[src/verilog/incdec_alu_pkg.sv]
// Package: opcode, field and timing constants for the inc/dec and literal execution unit
package incdec_alu_pkg;
  // ----------------------------------------------------------------
  // Widths
  // ----------------------------------------------------------------
  localparam int DATA_W  = 8;
  localparam int ADDR_W  = 7;
  localparam int OPSEL_W = 3;

  // ----------------------------------------------------------------
  // Operation select codes from the decoder
  // ----------------------------------------------------------------
  localparam logic [OPSEL_W-1:0] OP_DECREMENT_FILE       = 3'h0;
  localparam logic [OPSEL_W-1:0] OP_INCREMENT_FILE       = 3'h1;
  localparam logic [OPSEL_W-1:0] OP_DECREMENT_SKIP       = 3'h2;
  localparam logic [OPSEL_W-1:0] OP_INCREMENT_SKIP       = 3'h3;
  localparam logic [OPSEL_W-1:0] OP_OR_LITERAL           = 3'h4;
  localparam logic [OPSEL_W-1:0] OP_LOAD_LITERAL         = 3'h5;

  // ----------------------------------------------------------------
  // Destination bit values, reset values, timing
  // ----------------------------------------------------------------
  localparam logic       DEST_ACCUMULATOR = 1'b0;
  localparam logic       DEST_FILE        = 1'b1;
  localparam logic [7:0] ACC_RESET        = 8'h00;
  localparam logic       NULL_RESET       = 1'b0;
  localparam logic [7:0] ONE              = 8'h01;
  localparam int         SKIP_CYCLES      = 2;   // instruction_cycle count of a taken skip
endpackage : incdec_alu_pkg

[src/verilog/incdec_literal_alu_ops.sv]
// Execution unit for inc/dec file, skip-on-null variants, OR literal and load literal
// Summary of operation
// RULE1: decrement_file subtracts one from the file operand, writes it to the accumulator (d=0) or file (d=1) and updates the null flag.
// RULE2: increment_file adds one to the file operand, routes it by the destination bit and updates the null flag.
// RULE3: decrement_skip_on_null stores the decremented value by destination, leaves flags alone and on a zero result turns the next instruction into a no-operation (two cycles).
// RULE4: increment_skip_on_null stores the incremented value by destination, leaves flags alone and on a zero result turns the next instruction into a no-operation (two cycles).
// RULE5: or_literal_into_accumulator ORs the 8-bit literal into the accumulator and updates the null flag.
// RULE6: load_literal places the 8-bit literal in the accumulator with no flag change.
// RULE7: the encoder of load_literal fills its don't-care opcode bits with zeros.
// RULE8: each instruction finishes in one instruction cycle unless a skip is taken.
`timescale 1ns/1ns
`default_nettype none
module incdec_literal_alu_ops
  import incdec_alu_pkg::*;
(
  input  wire logic               sys_clk,
  input  wire logic               reset,
  input  wire logic               instrValid,   // One decoded instruction per cycle
  input  wire logic [OPSEL_W-1:0] opSelect,
  input  wire logic               destBit,
  input  wire logic [ADDR_W-1:0]  fileAddr,
  input  wire logic [DATA_W-1:0]  fileData,     // Read data of the addressed file register
  input  wire logic [DATA_W-1:0]  literal,
  output var  logic [DATA_W-1:0]  accumulator,
  output var  logic               resultNull,
  output var  logic               fileWrEn,
  output var  logic [ADDR_W-1:0]  fileWrAddr,
  output var  logic [DATA_W-1:0]  fileWrData,
  output logic                    instrBusy     // High during the discarded slot, whose instruction is not executed
);

  // ----------------------------------------------------------------
  // Decode helpers
  // ----------------------------------------------------------------
  function automatic logic isFileOp(input logic [OPSEL_W-1:0] op);
    return (op == OP_DECREMENT_FILE) || (op == OP_INCREMENT_FILE) ||
           (op == OP_DECREMENT_SKIP) || (op == OP_INCREMENT_SKIP);
  endfunction : isFileOp

  function automatic logic isSkipOp(input logic [OPSEL_W-1:0] op);
    return (op == OP_DECREMENT_SKIP) || (op == OP_INCREMENT_SKIP);
  endfunction : isSkipOp

  typedef enum logic {EXEC, SKIP_SLOT} exec_state_t;

  logic [DATA_W-1:0] aluResult;
  logic              accepted;
  logic              skipTaken;
  exec_state_t       state_reg;
  exec_state_t       state_next;

  // ----------------------------------------------------------------
  // Combinational datapath
  // ----------------------------------------------------------------
  // A slot squashed by a skip is treated as a no-operation, never executed
  assign accepted = instrValid && (state_reg == EXEC);

  always_comb begin
    unique case (opSelect)
      OP_DECREMENT_FILE, OP_DECREMENT_SKIP: aluResult = fileData - ONE;        // RULE1 RULE3
      OP_INCREMENT_FILE, OP_INCREMENT_SKIP: aluResult = fileData + ONE;        // RULE2 RULE4
      OP_OR_LITERAL:                        aluResult = accumulator | literal; // RULE5
      OP_LOAD_LITERAL:                      aluResult = literal;               // RULE6
      default:                              aluResult = accumulator;
    endcase
  end

  assign skipTaken = accepted && isSkipOp(opSelect) && (aluResult == 8'h00);   // RULE3 RULE4

  // ----------------------------------------------------------------
  // Skip sequencing
  // ----------------------------------------------------------------
  // Two-cycle skip: execute slot, then one no-operation slot
  always_comb begin
    unique case (state_reg)
      EXEC:      state_next = skipTaken ? SKIP_SLOT : EXEC;                    // RULE8
      SKIP_SLOT: state_next = EXEC;
    endcase
  end

  // State register; reset drops a pending discarded slot so the first instruction after release is taken
  always_ff @(posedge sys_clk) begin
    if (reset) begin
      state_reg <= EXEC;
    end else begin
      state_reg <= state_next;
    end
  end

  assign instrBusy = (state_reg == SKIP_SLOT);

  // ----------------------------------------------------------------
  // Accumulator update
  // ----------------------------------------------------------------
  // Literal ops always land here; file ops only when the destination bit selects the accumulator
  always_ff @(posedge sys_clk) begin
    if (reset) begin
      accumulator <= ACC_RESET;
    end else if (accepted) begin
      if (opSelect == OP_OR_LITERAL || opSelect == OP_LOAD_LITERAL) begin
        accumulator <= aluResult;                                              // RULE5 RULE6
      end else if (isFileOp(opSelect) && destBit == DEST_ACCUMULATOR) begin
        accumulator <= aluResult;                                              // RULE1 RULE2
      end
    end
  end

  // ----------------------------------------------------------------
  // File write-back
  // ----------------------------------------------------------------
  // Registered so the data file sees a clean one-cycle write strobe
  always_ff @(posedge sys_clk) begin
    if (reset) begin
      fileWrEn   <= 1'b0;
      fileWrAddr <= '0;
      fileWrData <= 8'h00;
    end else begin
      fileWrEn <= accepted && isFileOp(opSelect) && (destBit == DEST_FILE);   // RULE1 RULE2
      if (accepted && isFileOp(opSelect)) begin
        fileWrAddr <= fileAddr;
        fileWrData <= aluResult;
      end
    end
  end

  // ----------------------------------------------------------------
  // Null flag: skip variants and load literal leave it alone
  // ----------------------------------------------------------------
  // Flag follows the result whichever destination it went to
  always_ff @(posedge sys_clk) begin
    if (reset) begin
      resultNull <= NULL_RESET;
    end else if (accepted && (opSelect == OP_DECREMENT_FILE || opSelect == OP_INCREMENT_FILE ||
                              opSelect == OP_OR_LITERAL)) begin
      resultNull <= (aluResult == 8'h00);                                      // RULE1 RULE2 RULE5
    end
  end
endmodule : incdec_literal_alu_ops
`default_nettype wire

[config.mk]
export PLATFORM = sky130hd
export DESIGN_NAME = incdec_literal_alu_ops
export DESIGN_NICKNAME = d
export VERILOG_FILES = /design/src/verilog/incdec_alu_pkg.sv /design/src/verilog/incdec_literal_alu_ops.sv
export SDC_FILE = /design/constraint.sdc
export NUM_CORES = 1
export LEC_CHECK = 0
export BUFFER_PORTS_ARGS = -buffer_cell sky130_fd_sc_hd__buf_4
export CORE_ASPECT_RATIO = 0.9
export CORE_MARGIN = 5
export CORE_UTILIZATION = 40
export CTS_CLUSTER_DIAMETER = 60
export DETAILED_ROUTE_END_ITERATION = 10
export PLACE_DENSITY = 0.7
export SYNTH_ARGS = -nofsm -noshare
export SYNTH_HDL_FRONTEND = slang
export SYNTH_SLANG_ARGS = --single-unit
[constraint.sdc]
create_clock -name sys_clk -period 3.2 [get_ports sys_clk]
set_input_delay 0.48 -clock sys_clk [delete_from_list [all_inputs] [get_ports sys_clk]]
set_output_delay 0.48 -clock sys_clk [all_outputs]
set_load 0.05 [all_outputs]
==> flow_summary.ini, run 1 <==
[setup_path]
cp_cell_sequence = buf_4, and2b_1, xnor2_1, ha_1, nor3b_1, a211oi_1, mux2i_1, o21ai_0, o2111ai_2, o41ai_2
rr_endpoint = accumulator[2]$_SDFFE_PP0P_
max_stage_delay_ns = 0.37
worst_setup_path_end_kind = flip-flop
worstRegToRegCells = 4
critPathLaunchType = input port
startpoint = opSelect[2]
cp_slowest_cell = a211oi_1
endpoint = resultNull$_SDFFE_PP0P_
crit_required_ns = 3.37
rrSetupSlack_ns = 1.37
crit_fanout = 23
r2r_start = instrBusy$_SDFF_PP0_
arrival_ns = 2.69
path_class = input port to flip-flop

[cts]
root_buffer = clkbuf_8
cts_num_sinks = 26
insertion_delay_ns = 0.27
cts_resized = 0
cts_tree = done
h-tree-depth = 1
cts_setup_buffers = 0
cts_buffers = 3
clkTransAtPathRegs_ns = 0.08
max-clock-path-buffers = 2
holdBufCountCts = 0

[die]
start_util_pct = 41.4
dieArea_sq_um = 5210
die-width_microns = 75.5
rows = 21
ios = 56
core_area_sq_um = 3730
die_h_microns = 69.0

[timing]
worst_pin_slew_ns = 0.910
rsz0062_at_grt = no
maxSlewViolCount = 0
fin_worst_skew_ns = 0.00228
period_minus_slack_ns = 2.52
hold_ws_ns = 0.454
finalSetupViolations = 0
hold_violations = 0
relSlewSlack_pct = 39.0
tns_ns = 0
period_share_pct = 78.7
fmax_mhz = 397

[run]
maxCapViolCount = 0

[logic_synthesis]
syn_area_sq_um = 1550
synth_fp_nets = 225
synth_edf_count = 0
ys_types = 48
ys_seq_area_share_pct = 33.7
yosys_warnings = 0
ys.flop_type = dfxtp_1
syn_inst = 192
synth_async_sr_flop_share_pct = 0
avgSynthCellArea_sq_um = 8.05
ys_ff_latch = 26

[pwr]
pwr-share-seq_pct = 42.2
p_switching_mw = 0.281
peakVddDrop_v = 0.000231
clkPwrFrac_pct = 24.8
p_leak_nw = 0.839
pwr-share-comb_pct = 33.1
internal-power_mw = 0.555
swShare_pct = 33.6
power_density_nw_per_um2 = 414

[detailed_routing]
final_antenna_net_count = 0
drt-wirelength-per-cell_microns = 15.1
dr.pass1.iters = 4
drt_iter0_markers = 66
drcViolationCount = 0
num_vias = 1574
via_per_inst = 5.50
wl_microns = 4310

[global_routing]
antenna_found_initial = 0
grt-ovfl-total = 0
grt_usage_pct = 16.8
grt_pass1_wl_microns = 6590
grt_pass1_vias = 1448
grt_max_degree = 28

[layout]
antenna_cells = 0
synthToLayoutAreaGrowth_pct = 30.5
layout_common_cells = 56 x buf_4, 27 x nand2_1, 26 x dfxtp_1
fin_nets = 274
fillers = 378
final_common_cell = buf_4
postLayoutCellArea_sq_um = 2020
drive_gt1_share_pct = 27.9

[placed_design]
port_buffers = 55
gp_congestion = 0.803
dp_hpwl_microns = 3160
dpl_cell_area_sq_um = 1960

[worst_hold_path]
min_path_type = input port to flip-flop

[status]
status = complete, no violations
synth_stat cells, types with 2 or more instances:
master,count,area share (%)
and2_1,3,1.2
a21oi_1,24,7.8
inv_1,3,0.73
buf_6,2,1.5
nor2b_1,3,1.2
or3_1,3,1.2
nand2_1,27,6.6
ha_1,3,2.4
nor2_1,16,3.9
mux2i_1,2,1.3
nor3_1,5,1.6
buf_1,2,0.49
a221o_1,2,1.3
a211o_1,3,1.7
nand2b_1,4,1.6
nor3b_1,4,1.9
nand3_1,3,0.97
a22oi_1,4,1.9
a211oi_1,8,3.9
a221oi_1,4,2.3
o21ai_0,3,0.97
clkbuf_1,7,1.7
a31oi_1,2,0.81
xnor2_1,5,2.8
and4b_1,2,1.3
dfxtp_1,26,34
routing by layer:
metal  part of all wire [%]  global-route usage, %  routed length, microns
met1                     45                   21.7                    1940
met2                     46                   27.2                    1970
met3                    7.2                   3.91                     310
met4                    1.9                   5.90                      80
met5                      0                      0                       0
worst min-delay path by stage:
stage | startpoint | endpoint | slack [ns] | depth (start not counted)
detailed placement | fileWrData[4]$_SDFFE_PP0P_ | fileWrData[4]$_SDFFE_PP0P_ | 0.45 | 2
finish | fileAddr[5] | fileWrAddr[5]$_SDFFE_PP0P_ | 0.45 | 3
global route | fileAddr[2] | fileWrAddr[2]$_SDFFE_PP0P_ | 0.46 | 3
CTS | fileAddr[5] | fileWrAddr[5]$_SDFFE_PP0P_ | 0.45 | 3
global placement | fileWrAddr[5]$_SDFFE_PP0P_ | fileWrAddr[5]$_SDFFE_PP0P_ | 0.44 | 2
floorplan | fileAddr[0] | fileWrAddr[0]$_SDFFE_PP0P_ | 0.62 | 2
layout make-up:
class / count / area (sq um) / share of cell area (%)
flip-flops and latches: 26 / 520 / 25.8
multi-input cells: 150 / 950 / 47.1
inverters: 4 / 15.0 / 0.744
well taps: 46 / 57.6 / 2.85
repair buffers: 56 / 420 / 20.8
clock buffers: 4 / 55.1 / 2.73
critical path, delay by kind of cell:
kind / cells / cell delay, ns
AO/OA/AOI/OAI: 4 / 1.04
AND/OR/NAND/NOR: 2 / 0.34
adder cells (fa/ha/maj): 1 / 0.25
buffers and inverters: 1 / 0.24
XOR/XNOR: 1 / 0.17
multiplexers: 1 / 0.16
flip-flops by register name, summed over array words and instances (netlist names):
signal and cells:
accumulator 8, fileWrData 8, fileWrAddr 7, fileWrEn 1, instrBusy 1, resultNull 1
cells by family after synthesis:
| logic type | Yosys count | share of synthesized area, % |
|---|---|---|
| AND/OR/NAND/NOR | 79 | 26.1 |
| AO/OA/AOI/OAI | 60 | 28.2 |
| flip-flops | 26 | 33.7 |
| buffers and inverters | 16 | 4.94 |
| XOR/XNOR | 6 | 3.40 |
| adder cells (fa/ha/maj) | 3 | 2.43 |
| multiplexers | 2 | 1.29 |
metrics by stage:
stage / setup slack, ns / cells / power [mW] / utilization [%]
after global routing: 0.487 / 286 / 0.881 / 54.1
after floorplan: 0.901 / 192 / 0.549 / -
after global placement: 0.535 / 282 / 0.633 / 52.6
after CTS: 0.689 / 286 / 0.844 / 54.1
final: 0.681 / 286 / 0.836 / 54.1
after detailed placement: 0.461 / 282 / 0.635 / 52.6
power groups by stage:
stage / sequential, mW / combinational [mW] / clock [mW]
2_1_floorplan: 0.420 / 0.128 / 0
3_3_place_gp: 0.360 / 0.273 / 0
3_5_place_dp: 0.360 / 0.275 / 0
4_1_cts: 0.352 / 0.277 / 0.215
5_1_grt: 0.355 / 0.300 / 0.226
6_report: 0.352 / 0.276 / 0.207
(Power assumes the default switching activity.)
==> run 2, diff against run 1 <==
Settings changed: PLACE_DENSITY 0.7 to 0.72.
Clock period 3.2 ns to 2 ns, I/O delays scaled along.
==> run 2 against run 1 <==
Effect of this change: register-to-register slack got worse by 0.95 ns; final cell count is 8.7% higher; count of clock-buffer cells in the layout is 1 lower; via count rose by 8.1%; hold slack worse by 0.19 ns; first-iteration DRC count decreased by 14%; utilization up 7.7 points; largest cell class unchanged; clock power grew 110%.
==> flow_summary.ini, run 2 (synthesis results as in run 1) <==
[timing]
relSlewSlack_pct = 71.7
maxSlewViolCount = 0
worst_pin_slew_ns = 0.425
fin_worst_skew_ns = 0.00397
period_share_pct = 95.2
worst_slack_ns = 0.0970
tns_ns = 0
fmax_mhz = 525
period_minus_slack_ns = 1.90
finalSetupViolations = 0
hold_violations = 0
hold_ws_ns = 0.260

[setup_path]
path_class = input port to flip-flop
crit_buf_inv = 1
critPathLaunchType = input port
worstRegToRegCells = 5
crit_required_ns = 2.16
path_delay_family = simple AND/OR/NAND/NOR gates
worst_setup_path_end_kind = flip-flop
arrival_ns = 2.07
max_stage_delay_ns = 0.34
cp_slowest_cell = a2111oi_2
cp_cell_sequence = buf_4, and2b_2, xnor2_2, ha_4, nor4_2, or2_4, a2111oi_2, and4b_1, o2111ai_2, o41ai_2
rr_endpoint = resultNull$_SDFFE_PP0P_
rrSetupSlack_ns = 0.42
crit_fanout = 5
r2r_start = accumulator[1]$_SDFFE_PP0P_

[detailed_routing]
drcViolationCount = 0
via_per_inst = 5.47
wl_microns = 4630
drt_iter0_markers = 57
dr.pass1.iters = 6
final_antenna_net_count = 0
drt-wirelength-per-cell_microns = 14.9
num_vias = 1701

[layout]
final_common_cell = buf_4
layout_common_cells = 81 x buf_4, 27 x nand2_1, 26 x dfxtp_1
finish.utilization_pct = 61.8
reg_top3 = accumulator x8, fileWrData x8, fileWrAddr x7
drive_gt1_share_pct = 39.2
antenna_cells = 0
synthToLayoutAreaGrowth_pct = 49.0
fin_nets = 299

[pwr]
pwr-share-comb_pct = 34.5
p_switching_mw = 0.494
pwr-share-seq_pct = 36.8
internal-power_mw = 1.04
finalPower_mw = 1.53
p_leak_nw = 0.981
peakVddDrop_v = 0.000409
clkPwrFrac_pct = 28.7
power_density_nw_per_um2 = 665
swShare_pct = 32.2

[global_routing]
grt_pass1_wl_microns = 7410
grt-ovfl-total = 0
grt_max_degree = 28
antenna_found_initial = 0
grt_usage_pct = 18.3
grt_pass1_vias = 1634

[worst_hold_path]
hp-start = fileAddr[0]
hold_path_end = fileWrAddr[0]$_SDFFE_PP0P_
min_path_type = input port to flip-flop
min_path_cells = 3

[cts]
cts_setup_buffers = 0
max-clock-path-buffers = 2
insertion_delay_ns = 0.28
root_buffer = clkbuf_8
cts_buffers = 3
clkTransAtPathRegs_ns = 0.09
h-tree-depth = 1
cts_num_sinks = 26
cts_tree = done

[die]
die-width_microns = 75.5
dieArea_sq_um = 5210
core_area_sq_um = 3730
start_util_pct = 41.4
rows = 21
ios = 56
die_h_microns = 69.0

[placed_design]
gp_congestion = 0.847
dp_hpwl_microns = 3510
port_buffers = 55
place_ws_ns = -0.250

[status]
status = complete, no violations

[run]
maxCapViolCount = 0
-- run 2: metrics by stage --
| stage | std cells | instance area [sq um] |
|---|---|---|
| after floorplan | 192 | 1570 |
| after global placement | 307 | 2180 |
| after detailed placement | 307 | 2180 |
| after CTS | 311 | 2250 |
| after global routing | 311 | 2300 |
| final | 311 | 2300 |
-- run 2: final cells by class --
class / count / area [sq um]
multi-input cells: 150 / 1030
repair buffers: 81 / 608
clock buffers: 3 / 41.3
well taps: 46 / 57.6
inverters: 4 / 15.0
fillers: 360 / 1430
clock inverters: 1 / 30.0
flip-flops and latches: 26 / 520
-- run 2: timing repair --
item | 4_1_cts | 5_1_grt
endpoints found under the setup margin | 0 | 6
resized for setup | 0 | 8
hold buffers | 0 | 0
-- run 2: worst register-to-register path, cell delays in order, from the launching register on --
cell,delay (ns)
dfxtp_1,0.34
a221oi_1,0.36
o22a_1,0.20
and4b_1,0.22
o2111ai_2,0.15
o41ai_2,0.24
-- run 2: per-layer routing --
layer | part of all wire (%) | GRT usage, % | wire length, microns | up-vias
li1 | - | - | - | 848
met1 | 45 | 25.9 | 2100 | 783
met2 | 45 | 28.8 | 2110 | 66
met3 | 8.7 | 3.91 | 403 | 4
met4 | 0.58 | 3.28 | 27 | 0
met5 | 0 | 0 | 0 | -
-- run 2: how the worst max path moves through the flow --
stage / from / to / slack (ns) / cells past startpoint
after floorplan: opSelect[2] / resultNull$_SDFFE_PP0P_ / -0.04 / 9
after global placement: opSelect[0] / resultNull$_SDFFE_PP0P_ / -0.20 / 10
after detailed placement: opSelect[2] / resultNull$_SDFFE_PP0P_ / -0.25 / 10
after CTS: opSelect[2] / resultNull$_SDFFE_PP0P_ / 0.03 / 10
after global routing: opSelect[2] / resultNull$_SDFFE_PP0P_ / -0.01 / 10
final: opSelect[0] / resultNull$_SDFFE_PP0P_ / 0.1 / 10
-- run 2: power by group through the flow --
stage	logic, mW	registers (mW)	clock network (mW)
floorplan	0.213	0.673	0
global placement	0.498	0.576	0
detailed placement	0.503	0.577	0
CTS	0.506	0.565	0.446
global route	0.572	0.569	0.458
finish	0.528	0.565	0.440
==> run 3, diff against run 2 <==
Settings changed: GPL_TIMING_DRIVEN from default to 0.
==> run 3 against run 2 <==
Effect of this change: die area unchanged; largest cell class unchanged; combinational power decreased by 7.0%; hold slack improved by 0.0077 ns; global-route usage decreased by 1.0 points.
==> flow_summary.ini, run 3 (synthesis results as in run 1) <==
[global_routing]
antenna_found_initial = 0
grt_pass1_vias = 1489
grt-ovfl-total = 0
grt_pass1_wl_microns = 6930
grt_usage_pct = 17.3
grt_max_degree = 16

[cts]
max-clock-path-buffers = 2
cts_num_sinks = 26
insertion_delay_ns = 0.27
root_buffer = clkbuf_8
clkTransAtPathRegs_ns = 0.09
h-tree-depth = 1
cts_buffers = 3
cts_tree = done
holdBufCountCts = 0

[timing]
finalSetupViolations = 0
relSlewSlack_pct = 43.8
period_share_pct = 96.1
worst_pin_slew_ns = 0.838
maxSlewViolCount = 0
period_minus_slack_ns = 1.92
fmax_mhz = 520
hold_ws_ns = 0.267
hold_violations = 0
fin_worst_skew_ns = 0.000952

[setup_path]
path_class = input port to flip-flop
crit_fanout = 5
rr_endpoint = accumulator[4]$_SDFFE_PP0P_
arrival_ns = 2.08
rrSetupSlack_ns = 0.23
path_delay_family = simple AND/OR/NAND/NOR gates
endpoint = resultNull$_SDFFE_PP0P_
r2r_start = instrBusy$_SDFF_PP0_
cp_slowest_cell = a2111oi_4
cp.depth = 10
crit_buf_inv = 1
cp_cell_sequence = buf_6, and2b_2, xnor2_2, ha_4, nor4_4, or2_4, a2111oi_4, and4b_1, o2111ai_2, o41ai_2
max_stage_delay_ns = 0.32
crit_required_ns = 2.15
critPathLaunchType = input port
startpoint = opSelect[0]
worstRegToRegCells = 4
worst_setup_path_end_kind = flip-flop

[die]
die_h_microns = 69.0
core_area_sq_um = 3730
dieArea_sq_um = 5210
ios = 56
start_util_pct = 41.4
die-width_microns = 75.5
rows = 21

[layout]
drive_gt1_share_pct = 33.5
synthToLayoutAreaGrowth_pct = 42.7
multi_input_area_sq_um = 1060
finish.utilization_pct = 59.2
fin_nets = 285
antenna_cells = 0
layout_common_cells = 53 x buf_4, 27 x nand2_1, 26 x dfxtp_1
reg_top3 = accumulator x8, fileWrData x8, fileWrAddr x7
postLayoutCellArea_sq_um = 2210
fillers = 348
final_cells = 297
regArea_sq_um = 520
final_common_cell = buf_4

[placed_design]
dp_cells = 291
port_buffers = 53
dp_hpwl_microns = 3380
gp_congestion = 0.868
dpl_cell_area_sq_um = 2030

[detailed_routing]
drt-wirelength-per-cell_microns = 14.7
drcViolationCount = 0
wl_microns = 4350
final_antenna_net_count = 0
num_vias = 1622
via_per_inst = 5.46
drt_iter0_markers = 86
dr.pass1.iters = 4

[pwr]
p_leak_nw = 0.886
finalPower_mw = 1.49
power_density_nw_per_um2 = 676
peakVddDrop_v = 0.000667

[run]
maxCapViolCount = 0

[status]
status = complete, no violations

[worst_hold_path]
min_path_type = input port to flip-flop
[run 3: layout make-up]
type / count / share of cell area, %
buffer: 12 / 2.78
clock buffer: 3 / 1.87
clock inverter: 1 / 1.36
inverter: 4 / 0.680
multi-input combinational: 150 / 48.1
sequential: 26 / 23.6
tap: 46 / 2.61
timing repair buffer: 55 / 19.0
[run 3: worst reg2reg max path, cell delays in order (launching register included)]
cell      delay, ns
dfxtp_1        0.31
nand2b_1       0.25
a211oi_1       0.76
mux2i_1        0.27
nor2_1         0.06
[run 3: worst min-delay path by stage]
stage	start	endpoint	slack [ns]	depth (start not counted)
CTS	fileAddr[0]	fileWrAddr[0]$_SDFFE_PP0P_	0.26	3
floorplan	fileAddr[0]	fileWrAddr[0]$_SDFFE_PP0P_	0.44	2
finish	fileAddr[4]	fileWrAddr[4]$_SDFFE_PP0P_	0.27	3
detailed placement	fileWrAddr[5]$_SDFFE_PP0P_	fileWrAddr[5]$_SDFFE_PP0P_	0.45	2
global placement	fileWrAddr[0]$_SDFFE_PP0P_	fileWrAddr[0]$_SDFFE_PP0P_	0.44	2
global route	fileAddr[3]	fileWrAddr[3]$_SDFFE_PP0P_	0.26	3
[run 3: what timing repair did]
action                                  4_1_cts  5_1_grt
gates resized for setup                       3       13
endpoints found under the setup margin        3        8
setup buffers                                 2        0
pin swaps                                     2        2
[run 3: power breakdown]
group	internal, mW	switching (mW)	leakage [nW]
clock	0.268	0.169	0.0357
combinational	0.194	0.296	0.637
sequential	0.546	0.0186	0.213
total	1.01	0.484	0.886
[run 3: routing by layer]
metal	GRT usage, %	vias to the layer above	part of all wire, %
met2	26.4	51	45
met1	24.6	742	47
met4	3.71	0	0.73
li1	-	825	-
met3	4.20	4	7.6
met5	0	-	0
[run 3: per-stage QoR]
step | worst slack [ns] | TNS, ns
final | 0.0781 | 0
after global routing | -0.0338 | -0.0338
after CTS | 0.0228 | 0
after detailed placement | -0.461 | -2.44
after global placement | -0.435 | -2.17
after floorplan | -0.0407 | -0.0744
